`src/hdl/spr_defines.svh`:
```
// Offsets, field positions, reset values and timing for the shared pin block.
`ifndef SPR_DEFINES_SVH
`define SPR_DEFINES_SVH
`define SPR_OFF_SYSCTL      8'h00
`define SPR_OFF_FUNC        8'h04
`define SPR_OFF_DIR         8'h08
`define SPR_OFF_DOUT        8'h0C
`define SPR_OFF_DIN         8'h10
`define SPR_OFF_ACTION      8'h14
`define SPR_OFF_PROT        8'h18
`define SPR_OFF_FLAG        8'h1C
`define SPR_OFF_MULT        8'h20
`define SPR_OFF_CORE        8'h24
`define SPR_PIN_FLAG        3
`define SPR_PIN_BRANCH      4
`define SPR_PIN_CLOCK_OUT_PIN      5
`define SPR_FUNC_POR_RST    12'h038
`define SPR_FUNC_WARM_RST   12'h018
`define SPR_FUNC_KEEP_MASK  12'h020
`define SPR_OE_RST          12'h008
`define SPR_OE_CLOCK_OUT_PIN       12'h020
`define SPR_OE_FIXED_IN     12'h017
`define SPR_PROT_UNMASK     0
`define SPR_PROT_CMPEN      1
`define SPR_PROT_TRIP       2
`define SPR_CMP_ALL         6'h3F
`define SPR_MULT_RST        4'h0
`define SPR_CLK_NS          8
`define SPR_STABLE_NS       1000
`endif

```
`src/hdl/spr_pkg.sv`:
```
// Types shared by the shared pin block and its pin cells.
package spr_pkg;
    // Action control encoding for each full-compare output.
    typedef enum logic [1:0] {
        spr_act_force_lo,
        spr_act_low,
        spr_act_high,
        spr_act_force_hi
    } spr_act_t;

    // Level and output enable of one pin driver.
    typedef struct packed {
        logic o;
        logic oe;
    } spr_drive_t;
endpackage : spr_pkg

```
`src/hdl/spr_sync2.sv`:
```
// Two flip-flop synchroniser for inputs that come from pins.
module spr_sync2 #(
    parameter int W = 1
) (
    input  wire logic         ref_clk,
    input  wire logic         rst_b,
    input  wire logic [W-1:0] d,
    output logic      [W-1:0] q
);
    logic [W-1:0] meta_reg;

    // The first stage feeds only the second, so metastability settles there.
    always_ff @(posedge ref_clk) begin
        if (!rst_b) begin
            meta_reg <= '0;
            q        <= '0;
        end else begin
            meta_reg <= d;
            q        <= meta_reg;
        end
    end
endmodule : spr_sync2

```
`src/hdl/spr_pin_cell.sv`:
```
// Driver selection for one shared pin: peripheral function or general I/O.
module spr_pin_cell (
    input  wire logic               func_sel,
    input  wire logic               fn_o,
    input  wire logic               fn_oe,
    input  wire logic               dir,
    input  wire logic               dout,
    output spr_pkg::spr_drive_t     drv
);
    // An input-only setting leaves the driver off; the level is still read.
    always_comb begin
        if (func_sel) begin
            drv.o  = fn_o;
            drv.oe = fn_oe;
        end else begin
            drv.o  = dout;
            drv.oe = dir;
        end
    end
endmodule : spr_pin_cell

```
`src/hdl/spr_pin_mux.sv`:
```
// Shared pin logic with reset defaults, compare drivers and APB registers.
//
// Overview of operation
// - Capture pin 2 is capture, encoder or I/O; every reset makes it input.
// - Capture pins 3 and 4 are capture or I/O; every reset makes them input.
// - Flag pin drives a latched software flag; every reset selects that.
// - Branch pin low makes the branch taken; every reset selects it.
// - Clock source select field of system control picks the clock output.
// - Only power-on reset selects clock output; the reset pin keeps its selection.
// - Async transmit pin is transmit data or I/O; reset makes it input.
// - Async receive pin is receive data or I/O; reset makes it input.
// - Sync data-out, data-in and clock pins reset to digital inputs.
// - Sync select pin is transmit enable or I/O; reset makes it input.
// - Each compare output follows compare level qualified by action control.
// - Unmasked protect input low puts all six compare outputs in high-Z.
// - After power-on the compare outputs stay high-Z until clock is stable.
// - Reset stops execution, clears program counter; release resumes at zero.
// - Reset sets internal registers and status bits to defined values.
// - Unmasked protect input low puts compare outputs in high-Z at once; the logic does so on the third ref_clk edge after the pin falls.
// - Power-on reset also initialises the clock multiplier control.
`include "spr_defines.svh"
module spr_pin_mux (
    input  wire logic        ref_clk,
    input  wire logic        rst_b,
    input  wire logic        psel,
    input  wire logic        penable,
    input  wire logic        pwrite,
    input  wire logic [7:0]  paddr,
    input  wire logic [31:0] pwdata,
    output logic      [31:0] prdata,
    output logic             pready,
    output logic             pslverr,
    input  wire logic [11:0] pin_i,
    output logic      [11:0] pin_o,
    output logic      [11:0] pin_oe,
    input  wire logic [11:0] periph_o,
    input  wire logic [11:0] periph_oe,
    output logic      [11:0] periph_i,
    input  wire logic [5:0]  cmp_level,
    output logic      [5:0]  full_compare_out_o,
    output logic      [5:0]  full_compare_out_oe,
    input  wire logic        power_drive_protect_in_b,
    input  wire logic        reset_in_pin_b,
    input  wire logic        power_on_reset_in_b,
    input  wire logic        core_step,
    input  wire logic        core_branch_query,
    output logic      [15:0] core_pc,
    output logic             core_run,
    output logic             branch_taken,
    output logic      [3:0]  clk_mult
);
    localparam int STABLE_CYCLES =
        (`SPR_STABLE_NS + `SPR_CLK_NS - 1) / `SPR_CLK_NS;
    localparam int CNT_W = $clog2(STABLE_CYCLES + 1);

    logic [14:0]      sync_q;
    logic [11:0]      pin_sync;
    logic             pdp_b_s;
    logic             por_rst;
    logic             any_rst;
    logic             wr_en;
    logic             addr_ok;
    logic [31:0]      rd_mux;
    logic             pready_reg;
    logic [31:0]      prdata_reg;
    logic             pslverr_reg;
    logic [1:0]       clk_src_reg;
    logic [11:0]      func_sel_reg;
    logic [11:0]      dir_reg;
    logic [11:0]      dout_reg;
    logic [11:0]      action_reg;
    logic             unmask_reg;
    logic             cmpen_reg;
    logic             trip_reg;
    logic             flag_reg;
    logic [3:0]       clk_mult_reg;
    logic [CNT_W-1:0] stable_cnt_reg;
    logic             stable_reg;
    logic [2:0]       div_reg;
    logic             clock_out_pin_reg;
    logic [15:0]      core_pc_reg;
    logic             core_run_reg;
    logic             branch_taken_reg;
    logic [11:0]      fn_o;
    logic [11:0]      fn_oe;
    logic [11:0]      pin_o_next;
    logic [11:0]      pin_oe_next;
    logic [11:0]      pin_o_reg;
    logic [11:0]      pin_oe_reg;
    logic [5:0]       cmp_o_next;
    logic [5:0]       cmp_o_reg;
    logic [5:0]       cmp_oe_reg;

    // Pins, protect input and both reset pins are asynchronous to ref_clk.
    spr_sync2 #(
        .W(15)
    ) u_sync (
        .ref_clk(ref_clk),
        .rst_b  (rst_b),
        .d      ({power_on_reset_in_b, reset_in_pin_b,
                  power_drive_protect_in_b, pin_i}),
        .q      (sync_q)
    );

    // The synchroniser clears to zero, so resets hold two edges past rst_b.
    assign pin_sync = sync_q[11:0];
    assign pdp_b_s  = sync_q[12];
    assign por_rst  = !rst_b || !sync_q[14];
    assign any_rst  = por_rst || !sync_q[13];

    // One wait state: pready rises in the second access cycle.
    assign wr_en = psel && penable && pready_reg && pwrite && !any_rst;

    always_ff @(posedge ref_clk) begin
        if (!rst_b) begin
            pready_reg  <= 1'b0;
            prdata_reg  <= 32'h0000_0000;
            pslverr_reg <= 1'b0;
        end else begin
            pready_reg  <= psel && penable && !pready_reg;
            prdata_reg  <= (psel && penable && !pready_reg && !pwrite) ?
                           rd_mux : 32'h0000_0000;
            pslverr_reg <= psel && penable && !pready_reg && !addr_ok;
        end
    end

    // Read decode; unmapped addresses return zero with an error answer.
    always_comb begin
        addr_ok = 1'b1;
        unique case (paddr)
            `SPR_OFF_SYSCTL: rd_mux = 32'(clk_src_reg);
            `SPR_OFF_FUNC:   rd_mux = 32'(func_sel_reg);
            `SPR_OFF_DIR:    rd_mux = 32'(dir_reg);
            `SPR_OFF_DOUT:   rd_mux = 32'(dout_reg);
            `SPR_OFF_DIN:    rd_mux = 32'(pin_sync);
            `SPR_OFF_ACTION: rd_mux = 32'(action_reg);
            `SPR_OFF_PROT:   rd_mux = 32'({pdp_b_s, stable_reg, trip_reg,
                                           cmpen_reg, unmask_reg});
            `SPR_OFF_FLAG:   rd_mux = 32'(flag_reg);
            `SPR_OFF_MULT:   rd_mux = 32'(clk_mult_reg);
            `SPR_OFF_CORE:   rd_mux = 32'({core_run_reg, core_pc_reg});
            default: begin
                rd_mux  = 32'h0000_0000;
                addr_ok = 1'b0;
            end
        endcase
    end

    // System control: clock source select, cleared by every reset.
    always_ff @(posedge ref_clk) begin
        if (any_rst) begin
            clk_src_reg <= 2'h0;
        end else if (wr_en && paddr == `SPR_OFF_SYSCTL) begin
            clk_src_reg <= pwdata[1:0];
        end
    end

    // Function select; only power-on reset selects the clock output.
    always_ff @(posedge ref_clk) begin
        if (por_rst) begin
            func_sel_reg <= `SPR_FUNC_POR_RST;
        end else if (any_rst) begin
            func_sel_reg <= `SPR_FUNC_WARM_RST |
                            (func_sel_reg & `SPR_FUNC_KEEP_MASK);
        end else if (wr_en && paddr == `SPR_OFF_FUNC) begin
            func_sel_reg <= pwdata[11:0];
        end
    end

    // General I/O direction and data; reset clears every direction bit to input.
    always_ff @(posedge ref_clk) begin
        if (any_rst) begin
            dir_reg  <= 12'h000;
            dout_reg <= 12'h000;
        end else if (wr_en && paddr == `SPR_OFF_DIR) begin
            dir_reg <= pwdata[11:0];
        end else if (wr_en && paddr == `SPR_OFF_DOUT) begin
            dout_reg <= pwdata[11:0];
        end
    end

    // Action control, latched flag and compare enable.
    always_ff @(posedge ref_clk) begin
        if (any_rst) begin
            action_reg <= 12'h000;
            flag_reg   <= 1'b0;
            unmask_reg <= 1'b0;
            cmpen_reg  <= 1'b0;
        end else if (wr_en && paddr == `SPR_OFF_ACTION) begin
            action_reg <= pwdata[11:0];
        end else if (wr_en && paddr == `SPR_OFF_FLAG) begin
            flag_reg <= pwdata[0];
        end else if (wr_en && paddr == `SPR_OFF_PROT) begin
            unmask_reg <= pwdata[`SPR_PROT_UNMASK];
            cmpen_reg  <= pwdata[`SPR_PROT_CMPEN];
        end
    end

    // Trip flag: an unmasked low protect level wins over a software clear.
    always_ff @(posedge ref_clk) begin
        if (any_rst) begin
            trip_reg <= 1'b0;
        end else if (unmask_reg && !pdp_b_s) begin
            trip_reg <= 1'b1;
        end else if (wr_en && paddr == `SPR_OFF_PROT &&
                     pwdata[`SPR_PROT_TRIP]) begin
            trip_reg <= 1'b0;
        end
    end

    // Clock multiplier control survives the reset pin, not power-on reset.
    always_ff @(posedge ref_clk) begin
        if (por_rst) begin
            clk_mult_reg <= `SPR_MULT_RST;
        end else if (wr_en && paddr == `SPR_OFF_MULT) begin
            clk_mult_reg <= pwdata[3:0];
        end
    end

    // Clock settling timer restarted by power-on reset only.
    always_ff @(posedge ref_clk) begin
        if (por_rst) begin
            stable_cnt_reg <= '0;
            stable_reg     <= 1'b0;
        end else if (!stable_reg) begin
            stable_cnt_reg <= stable_cnt_reg + CNT_W'(1);
            stable_reg     <= stable_cnt_reg == CNT_W'(STABLE_CYCLES - 1);
        end
    end

    // Divider taps give the clock output; select values 0 to 2 pick a tap, 3 holds it low.
    always_ff @(posedge ref_clk) begin
        if (!rst_b) begin
            div_reg    <= 3'h0;
            clock_out_pin_reg <= 1'b0;
        end else begin
            div_reg <= div_reg + 3'h1;
            unique case (clk_src_reg)
                2'h0: clock_out_pin_reg <= div_reg[0];
                2'h1: clock_out_pin_reg <= div_reg[1];
                2'h2: clock_out_pin_reg <= div_reg[2];
                2'h3: clock_out_pin_reg <= 1'b0;
            endcase
        end
    end

    // Core execution state: reset stops it and clears the counter.
    always_ff @(posedge ref_clk) begin
        if (any_rst) begin
            core_pc_reg  <= 16'h0000;
            core_run_reg <= 1'b0;
        end else begin
            core_run_reg <= 1'b1;
            if (core_step && core_run_reg) begin
                core_pc_reg <= core_pc_reg + 16'h0001;
            end
        end
    end

    // Branch decision taken from the sampled branch pin; low means branch.
    always_ff @(posedge ref_clk) begin
        if (any_rst) begin
            branch_taken_reg <= 1'b0;
        end else begin
            branch_taken_reg <= core_branch_query &&
                                func_sel_reg[`SPR_PIN_BRANCH] &&
                                !pin_sync[`SPR_PIN_BRANCH];
        end
    end

    // Function-side drive: flag and clock drive; input functions never do.
    always_comb begin
        fn_o  = periph_o;
        fn_oe = periph_oe & ~`SPR_OE_FIXED_IN;
        fn_o[`SPR_PIN_FLAG] = flag_reg;
        fn_oe[`SPR_PIN_FLAG] = 1'b1;
        fn_o[`SPR_PIN_CLOCK_OUT_PIN] = clock_out_pin_reg;
        fn_oe[`SPR_PIN_CLOCK_OUT_PIN] = 1'b1;
    end

    // One driver cell per shared pin.
    for (genvar i = 0; i < 12; i++) begin : g_pin
        spr_pkg::spr_drive_t drv;

        spr_pin_cell u_cell (
            .func_sel(func_sel_reg[i]),
            .fn_o    (fn_o[i]),
            .fn_oe   (fn_oe[i]),
            .dir     (dir_reg[i]),
            .dout    (dout_reg[i]),
            .drv     (drv)
        );
        assign pin_o_next[i]  = drv.o;
        assign pin_oe_next[i] = drv.oe;
    end

    // Pin outputs are registered so glitches never reach the pads.
    always_ff @(posedge ref_clk) begin
        if (any_rst) begin
            pin_o_reg  <= 12'h000;
            pin_oe_reg <= `SPR_OE_RST |
                          ((por_rst || func_sel_reg[`SPR_PIN_CLOCK_OUT_PIN]) ?
                           `SPR_OE_CLOCK_OUT_PIN : 12'h000);
        end else begin
            pin_o_reg  <= pin_o_next;
            pin_oe_reg <= pin_oe_next;
        end
    end

    // Compare level per output as qualified by its action field.
    for (genvar i = 0; i < 6; i++) begin : g_cmp
        spr_pkg::spr_act_t act;
        logic              lvl;

        assign act = spr_pkg::spr_act_t'(action_reg[2*i +: 2]);
        // Each output has its own process, so one driver per vector bit.
        always_comb begin
            unique case (act)
                spr_pkg::spr_act_force_lo: lvl = 1'b0;
                spr_pkg::spr_act_low:      lvl = !cmp_level[i];
                spr_pkg::spr_act_high:     lvl = cmp_level[i];
                spr_pkg::spr_act_force_hi: lvl = 1'b1;
            endcase
        end
        assign cmp_o_next[i] = lvl;
    end

    // High-Z until the clock settles and software enables; a trip overrides.
    always_ff @(posedge ref_clk) begin
        if (any_rst) begin
            cmp_o_reg  <= 6'h00;
            cmp_oe_reg <= 6'h00;
        end else begin
            cmp_o_reg  <= cmp_o_next;
            cmp_oe_reg <= (stable_reg && cmpen_reg && !trip_reg &&
                           !(unmask_reg && !pdp_b_s)) ?
                          `SPR_CMP_ALL : 6'h00;
        end
    end

    assign prdata              = prdata_reg;
    assign pready              = pready_reg;
    assign pslverr             = pslverr_reg;
    assign pin_o               = pin_o_reg;
    assign pin_oe              = pin_oe_reg;
    assign periph_i            = pin_sync;
    assign full_compare_out_o  = cmp_o_reg;
    assign full_compare_out_oe = cmp_oe_reg;
    assign core_pc             = core_pc_reg;
    assign core_run            = core_run_reg;
    assign branch_taken        = branch_taken_reg;
    assign clk_mult            = clk_mult_reg;
endmodule : spr_pin_mux

```
`config.mk`:
```
export PLATFORM = sky130hd
export DESIGN_NAME = spr_pin_mux
export DESIGN_NICKNAME = d
export VERILOG_FILES = /design/src/hdl/spr_pkg.sv /design/src/hdl/spr_sync2.sv /design/src/hdl/spr_pin_cell.sv /design/src/hdl/spr_pin_mux.sv
export VERILOG_INCLUDE_DIRS = /design/src /design/src/hdl
export SDC_FILE = /design/constraint.sdc
export NUM_CORES = 1
export LEC_CHECK = 0
export BUFFER_PORTS_ARGS = -buffer_cell sky130_fd_sc_hd__buf_2
export CORE_MARGIN = 1.5
export CORE_UTILIZATION = 40
export DETAILED_ROUTE_END_ITERATION = 12
export SYNTH_ARGS = -nofsm -noshare
export SYNTH_HDL_FRONTEND = slang
export SYNTH_SLANG_ARGS = --single-unit
```
`constraint.sdc`:
```
create_clock -name ref_clk -period 2.7 [get_ports ref_clk]
set_clock_uncertainty 0.2 [all_clocks]
set_input_delay 0.675 -clock ref_clk [delete_from_list [all_inputs] [get_ports ref_clk]]
set_output_delay 0.675 -clock ref_clk [all_outputs]
set_load 0.05 [all_outputs]
```
==> flow_summary.json, run 1 <==
{
  "layout-drive-gt1-share_pct": 27.24,
  "required_ns": 1.82,
  "cts.sinks": 168,
  "mostFrequentLayoutCells": "168 x dfxtp_1, 152 x buf_2, 89 x nand2_1",
  "hold_buffers": 0,
  "layout-area-overhead-vs-synth_pct": 21.55,
  "antenna_found_initial": 1,
  "grt_start_max_net_pins": 51,
  "crit_path_max_fanout": 7,
  "p_leak_uw": 0.003549,
  "vias": 5404,
  "rows": 47,
  "first_pass_iters": 4,
  "finalCritPeriodShare_pct": 80.19,
  "crit_family": "flip-flops",
  "post-cts-setup-buffers": 0,
  "hold_class": "register to register",
  "pre_cts_slack_ns": 0.1759,
  "route.detailed.drc": 0,
  "fin_crit_ns": 2.165,
  "fin_tns_setup_ns": 0,
  "ys_ff_latch": 168,
  "ys_seq_area_share_pct": 49.25,
  "routed_wl_um": 17450,
  "ant_nets": 0,
  "wire_per_inst_um": 16.01,
  "synth_cell_types": 57,
  "instances_no_fill": 1090,
  "initial_core_util_pct": 41.03,
  "grtUsageMet1_pct": 27.48,
  "layout.nets": 953,
  "power.density_nw_per_um2": 618.2,
  "syn_area_um2": 6829,
  "synth_edf_count": 0,
  "grt_remaining_overflow": 0,
  "met3_usage_pct": 5.556,
  "slowest_delay_ns": 0.53,
  "cts.clk_slew.worst_paths_ns": 0.07,
  "cts_max_level": 4,
  "post-place-cells": 1058,
  "grt_pass1_wl_um": 27420,
  "final_util_pct": 49.88,
  "crit_slowest_cell": "dfxtp_1",
  "cts_resized": 0,
  "rsz0062_at_grt": "false",
  "drv_cap": 0,
  "ir_drop_v": 0.0003973,
  "die_area_um2": 17870,
  "worst_slack_ns": 0.5349,
  "final_common_cell": "dfxtp_1",
  "drt_iter0_markers": 275,
  "postSynthCellCount": 712,
  "run_status": "completed",
  "slew_headroom_pct": 58.37,
  "avgViaCountPerCell": 4.958,
  "critPathArrivalTime_ns": 1.29,
  "drv_slew": 0,
  "finalHoldWorstSlack_ns": 0.2257,
  "largest_register_ff_count": 17,
  "yosys_warnings": 0,
  "setup-violations-final": 0,
  "final_hold_viol_count": 0,
  "busiest_layer": "met2",
  "cts_root_buf": "clkbuf_16",
  "grt_pass1_vias": 5047,
  "max_freq_mhz": 461.9,
  "core_area_um2": 16640,
  "grtUsageTotal_pct": 20.06,
  "crit_buf_inv": 1,
  "die_y_um": 133.7,
  "clk_latency_ns": 0.43,
  "cts_max_path_buffers": 2,
  "synth_async_sr_flop_share_pct": 0,
  "synth-main-ff-cell": "dfxtp_1",
  "cts_buffers": 17,
  "place.gp.congestion": 0.8185,
  "die_x_um": 133.7,
  "port_buffers": 152,
  "num_antenna_cells": 0,
  "critPathCaptureType": "output pin",
  "io_pins": 196,
  "place_hpwl_um": 12970,
  "start_kind": "register",
  "max_slew.worst_pin.slew_ns": 0.6157,
  "avgSynthCellArea_um2": 9.591,
  "grtUsageMet2_pct": 30.31,
  "criticalPathCategory": "register to output pin",
  "cts_tree": "yes",
  "path_cells": "buf_2"
}
==> synthesized netlist by cell type (3+ instances only) <==
| library cell | instances | share of area, % |
|---|---|---|
| dfxtp_1 | 168 | 49 |
| nor2_1 | 61 | 3.4 |
| clkbuf_1 | 21 | 1.2 |
| buf_1 | 3 | 0.16 |
| nor4_1 | 4 | 0.37 |
| a22o_1 | 11 | 1.4 |
| a31oi_1 | 6 | 0.55 |
| xnor2_1 | 5 | 0.64 |
| ha_1 | 4 | 0.73 |
| inv_1 | 17 | 0.93 |
| a21oi_1 | 16 | 1.2 |
| buf_4 | 33 | 3.6 |
| and3_1 | 4 | 0.37 |
| o2bb2ai_1 | 3 | 0.38 |
| o21ai_1 | 8 | 0.59 |
| o21ai_0 | 19 | 1.4 |
| nand2_1 | 89 | 4.9 |
| mux2i_1 | 71 | 10 |
| nor2b_1 | 6 | 0.55 |
| a22oi_1 | 5 | 0.55 |
| and2_1 | 39 | 3.6 |
| nor3_1 | 10 | 0.73 |
| nand3_1 | 14 | 1.0 |
| mux2_2 | 11 | 1.8 |
| xor2_1 | 13 | 1.7 |
| and4_1 | 6 | 0.77 |
| or3_1 | 5 | 0.46 |
| or4_1 | 3 | 0.33 |
| nand4_1 | 9 | 0.82 |
| o31ai_1 | 3 | 0.33 |
| buf_2 | 11 | 0.81 |
| a32oi_1 | 4 | 0.51 |
==> report_power, final <==
part	total (uW)	internal, uW	leakage [uW]	switching, uW
logic	264	87.7	0.00192	176
clock network	2350	1290	0.000264	1060
registers	2520	2500	0.00136	15.5
==> cell families (layout without fill, tap and decap cells) <==
kind of cell,after synthesis,after routing,share of synthesized area [%]
AND/OR/NAND/NOR,269,269,20.28
adder cells (fa/ha/maj),4,4,0.7329
other,1,15,0.05491
XOR/XNOR,18,18,2.309
multiplexers,83,83,12.55
AO/OA/AOI/OAI,82,82,7.805
buffers and inverters,87,231,7.017
flip-flops,168,168,49.25
==> per-layer routing <==
layer	up-vias	wire, um
met3	32	1084
met1	2500	8432
met4	2	314
li1	2688	-
met5	-	15
met2	182	7605
==> area by class of cell <==
cell class	count	area (um^2)
repair buffers	182	985.9
multi-input cells	471	3044
clock buffers	18	429.2
well taps	220	275.3
fillers	1597	8342
flip-flops and latches	168	3363
inverters	17	63.81
clock inverters	14	138.9
==> per-stage QoR <==
stage	area, um^2	total power (uW)
global route	8300	5301
floorplan	6882	2758
detailed placement	7732	2839
finish	8300	5131
global placement	7732	2839
CTS	8300	5175
==> worst reg2reg max path, delay by kind of cell (launching register included) <==
| kind | cells | cell delay [ns] |
|---|---|---|
| compound gates | 1 | 0.16 |
| flops | 1 | 0.49 |
| simple gates | 3 | 1.03 |
==> worst paths after layout <==
path	start	end	slack, ns	cells past startpoint
setup / recovery	core_pc[10]$_SDFFE_PP0P_	core_pc[10]	0.53	1
hold / removal	u_sync.q[14]$_SDFF_PN0_	func_sel_reg[5]$_SDFFE_PP1P_	0.23	1
setup reg to reg	core_run$_DFF_P_	core_pc[11]$_SDFFE_PP0P_	0.74	4
hold reg to reg	u_sync.q[14]$_SDFF_PN0_	func_sel_reg[5]$_SDFFE_PP1P_	0.23	1
Power figures use the tool's default switching activity.
==> run 2, diff against run 1 <==
--- a/config.mk
+++ b/config.mk
@@ -6,6 +6,7 @@
 export SDC_FILE = /design/constraint.sdc
 export NUM_CORES = 1
 export LEC_CHECK = 0
+export ABC_AREA = 1
 export BUFFER_PORTS_ARGS = -buffer_cell sky130_fd_sc_hd__buf_2
 export CORE_MARGIN = 1.5
 export CORE_UTILIZATION = 40
==> constraint.sdc (replaced) <==
create_clock -name ref_clk -period 2.3 [get_ports ref_clk]
set_clock_uncertainty 0.2 [all_clocks]
set_input_delay 0.575 -clock ref_clk [delete_from_list [all_inputs] [get_ports ref_clk]]
set_output_delay 0.575 -clock ref_clk [all_outputs]
set_load 0.05 [all_outputs]
==> run 2 against run 1 <==
Clock power up 23%. Flip-flop and latch count unchanged. Final area grew 1.3%. Cell count grew 20%. Critical path depth did not move. Count of clock-buffer cells in the layout stayed put. Via count grew 13%. Combinational power grew 7%. Largest cell class unchanged. Highest routed layer is now met4.
==> flow_summary.json, run 2 <==
{
  "run_status": "completed",
  "critPathCaptureType": "output pin",
  "clk_latency_ns": 0.42,
  "crit_slowest_cell": "dfxtp_1",
  "cts_buffers": 17,
  "synthTopCellsByCount": "256 x nand2_1, 168 x dfxtp_1, 113 x inv_1",
  "power.density_nw_per_um2": 728.6,
  "grtUsageTotal_pct": 20.91,
  "post-place-cells": 1271,
  "place.gp.congestion": 0.8736,
  "ir_drop_v": 0.0004761,
  "crit_buf_inv": 1,
  "cts_root_buf": "clkbuf_16",
  "slowest_delay_ns": 0.47,
  "critPathLaunch": "core_pc[7]$_SDFFE_PP0P_",
  "cp.depth": 1,
  "grt_pass1_vias": 5519,
  "crit_path_max_fanout": 7,
  "antenna_found_initial": 1,
  "hold_buffers": 0,
  "cts_max_path_buffers": 2,
  "avgSynthCellArea_um2": 7.466,
  "rows": 47,
  "wire_per_inst_um": 14.16,
  "largest_register_ff_count": 17,
  "route.detailed.drc": 0,
  "syn_area_um2": 6854,
  "finalCritPeriodShare_pct": 86.64,
  "cts_tree": "yes",
  "hold_class": "input pin to register",
  "synth-main-ff-cell": "dfxtp_1",
  "criticalPathCategory": "register to output pin",
  "finalHoldWorstSlack_ns": 0.1278,
  "ys_ff_latch": 168,
  "cts.sinks": 168,
  "grt_start_max_net_pins": 57,
  "vias": 6099,
  "synth_cell_types": 40,
  "path_cells": "buf_2",
  "max_freq_mhz": 501.8,
  "grt_pass1_wl_um": 29000,
  "cts.clk_slew.worst_paths_ns": 0.07,
  "avgViaCountPerCell": 4.677,
  "grt_remaining_overflow": 0,
  "place_hpwl_um": 13590,
  "fin_tns_setup_ns": 0,
  "ant_nets": 0,
  "post-cts-setup-buffers": 0,
  "postSynthCellCount": 918,
  "setup-violations-final": 0,
  "rsz0062_at_grt": "false",
  "die_y_um": 133.9,
  "port_buffers": 152,
  "drv_slew": 0,
  "required_ns": 1.52,
  "rr_worst_depth": 9,
  "final_common_cell": "nand2_1",
  "fin_total_pwr_uw": 6124,
  "hold_depth": 3,
  "layout.nets": 1166,
  "yosysMostFrequentCell": "nand2_1",
  "ys_seq_area_share_pct": 49.07,
  "io_pins": 196,
  "first_pass_iters": 5,
  "instances_no_fill": 1304,
  "fill_cells": 1656,
  "r2r-start": "core_pc[0]$_SDFFE_PP0P_",
  "reg2reg_slack_ns": 0.54,
  "yosysTopAreaCell": "dfxtp_1",
  "start_kind": "register",
  "final_hold_viol_count": 0,
  "cts_resized": 0,
  "rr_endpoint": "core_pc[14]$_SDFFE_PP0P_",
  "mostFrequentLayoutCells": "256 x nand2_1, 168 x dfxtp_1, 152 x buf_2",
  "cts_max_level": 4,
  "fin_crit_ns": 1.993,
  "critPathArrivalTime_ns": 1.22,
  "routed_wl_um": 18460,
  "crit_family": "flip-flops",
  "core_area_um2": 16640,
  "synthTopCellsByArea": "dfxtp_1 49%, nand2_1 14%, inv_1 6.2%, nand3_1 4.5%, nor2_1 4.3%",
  "synth_edf_count": 0,
  "drv_cap": 0,
  "layout-drive-gt1-share_pct": 21.88,
  "crit_end": "core_pc[7]",
  "holdCritStartpoint": "pin_i[8]",
  "die_x_um": 133.9,
  "die_area_um2": 17930,
  "synth_top_area_share_pct": 49.07,
  "yosys_warnings": 0,
  "layout-area-overhead-vs-synth_pct": 22.62,
  "p_leak_uw": 0.004139,
  "synth_async_sr_flop_share_pct": 0,
  "initial_core_util_pct": 41.18,
  "drt_iter0_markers": 492
}
-- run 2: cell types whose count changed in the layout (fill, tap and decap cells not counted), moves of 28 or more --
| cell | delta |
|---|---|
| mux2i_1 | -71 |
| nand2_1 | +167 |
| inv_1 | +96 |
| a21oi_1 | +28 |
| and2_1 | -39 |
| nand3_1 | +48 |
-- run 2: metrics by stage --
| stage | worst slack, ns | cell area, um^2 | util, % |
|---|---|---|---|
| floorplan | 0.3194 | 6907 | - |
| global placement | 0.1244 | 7812 | 46.94 |
| detailed placement | 0.1030 | 7812 | 46.94 |
| CTS | 0.3019 | 8402 | 50.48 |
| global route | 0.2655 | 8402 | 50.48 |
| finish | 0.3073 | 8404 | 50.50 |
-- run 2: worst min path at each step --
stage | endpoint | slack (ns)
final | u_sync.meta_reg[8]$_SDFF_PN0_ | 0.13
after global routing | u_sync.meta_reg[13]$_SDFF_PN0_ | 0.12
after CTS | u_sync.meta_reg[8]$_SDFF_PN0_ | 0.11
after detailed placement | u_sync.q[3]$_SDFF_PN0_ | 0.20
after global placement | u_sync.q[4]$_SDFF_PN0_ | 0.19
after floorplan | u_sync.q[0]$_SDFF_PN0_ | 0.19
-- run 2: area by class of cell --
class / count / area, um^2 / share of cell area, %
Clock buffer: 18 / 429.2 / 5.106
Tap cell: 220 / 275.3 / 3.275
Multi-Input combinational cell: 591 / 2741 / 32.62
Sequential cell: 168 / 3363 / 40.02
Timing Repair Buffer: 177 / 998.5 / 11.88
Inverter: 115 / 434.2 / 5.166
Clock inverter: 14 / 160.2 / 1.906
Antenna cell: 1 / 2.502 / 0.02978
-- run 2: cell families after synthesis --
logic type | Yosys count | share of synthesized area [%]
AO/OA/AOI/OAI | 126 | 9.931
XOR/XNOR | 3 | 0.3834
adder cells (fa/ha/maj) | 4 | 0.7302
buffers and inverters | 173 | 11.70
flip-flops | 168 | 49.07
other | 1 | 0.05471
AND/OR/NAND/NOR | 443 | 28.13
-- run 2: metal layers --
| metal | track usage, % | vias up | share of wire (%) |
|---|---|---|---|
| li1 | - | 3152 | - |
| met1 | 29.88 | 2735 | 49 |
| met2 | 31.50 | 197 | 43 |
| met3 | 4.875 | 15 | 6.7 |
| met4 | 5.918 | 0 | 1.1 |
| met5 | 0 | - | 0 |
-- run 2: report_power, final --
part / switching (uW) / internal [uW]
logic: 204 / 78.5
clock network: 1250 / 1630
registers: 16.8 / 2940
total: 1480 / 4650
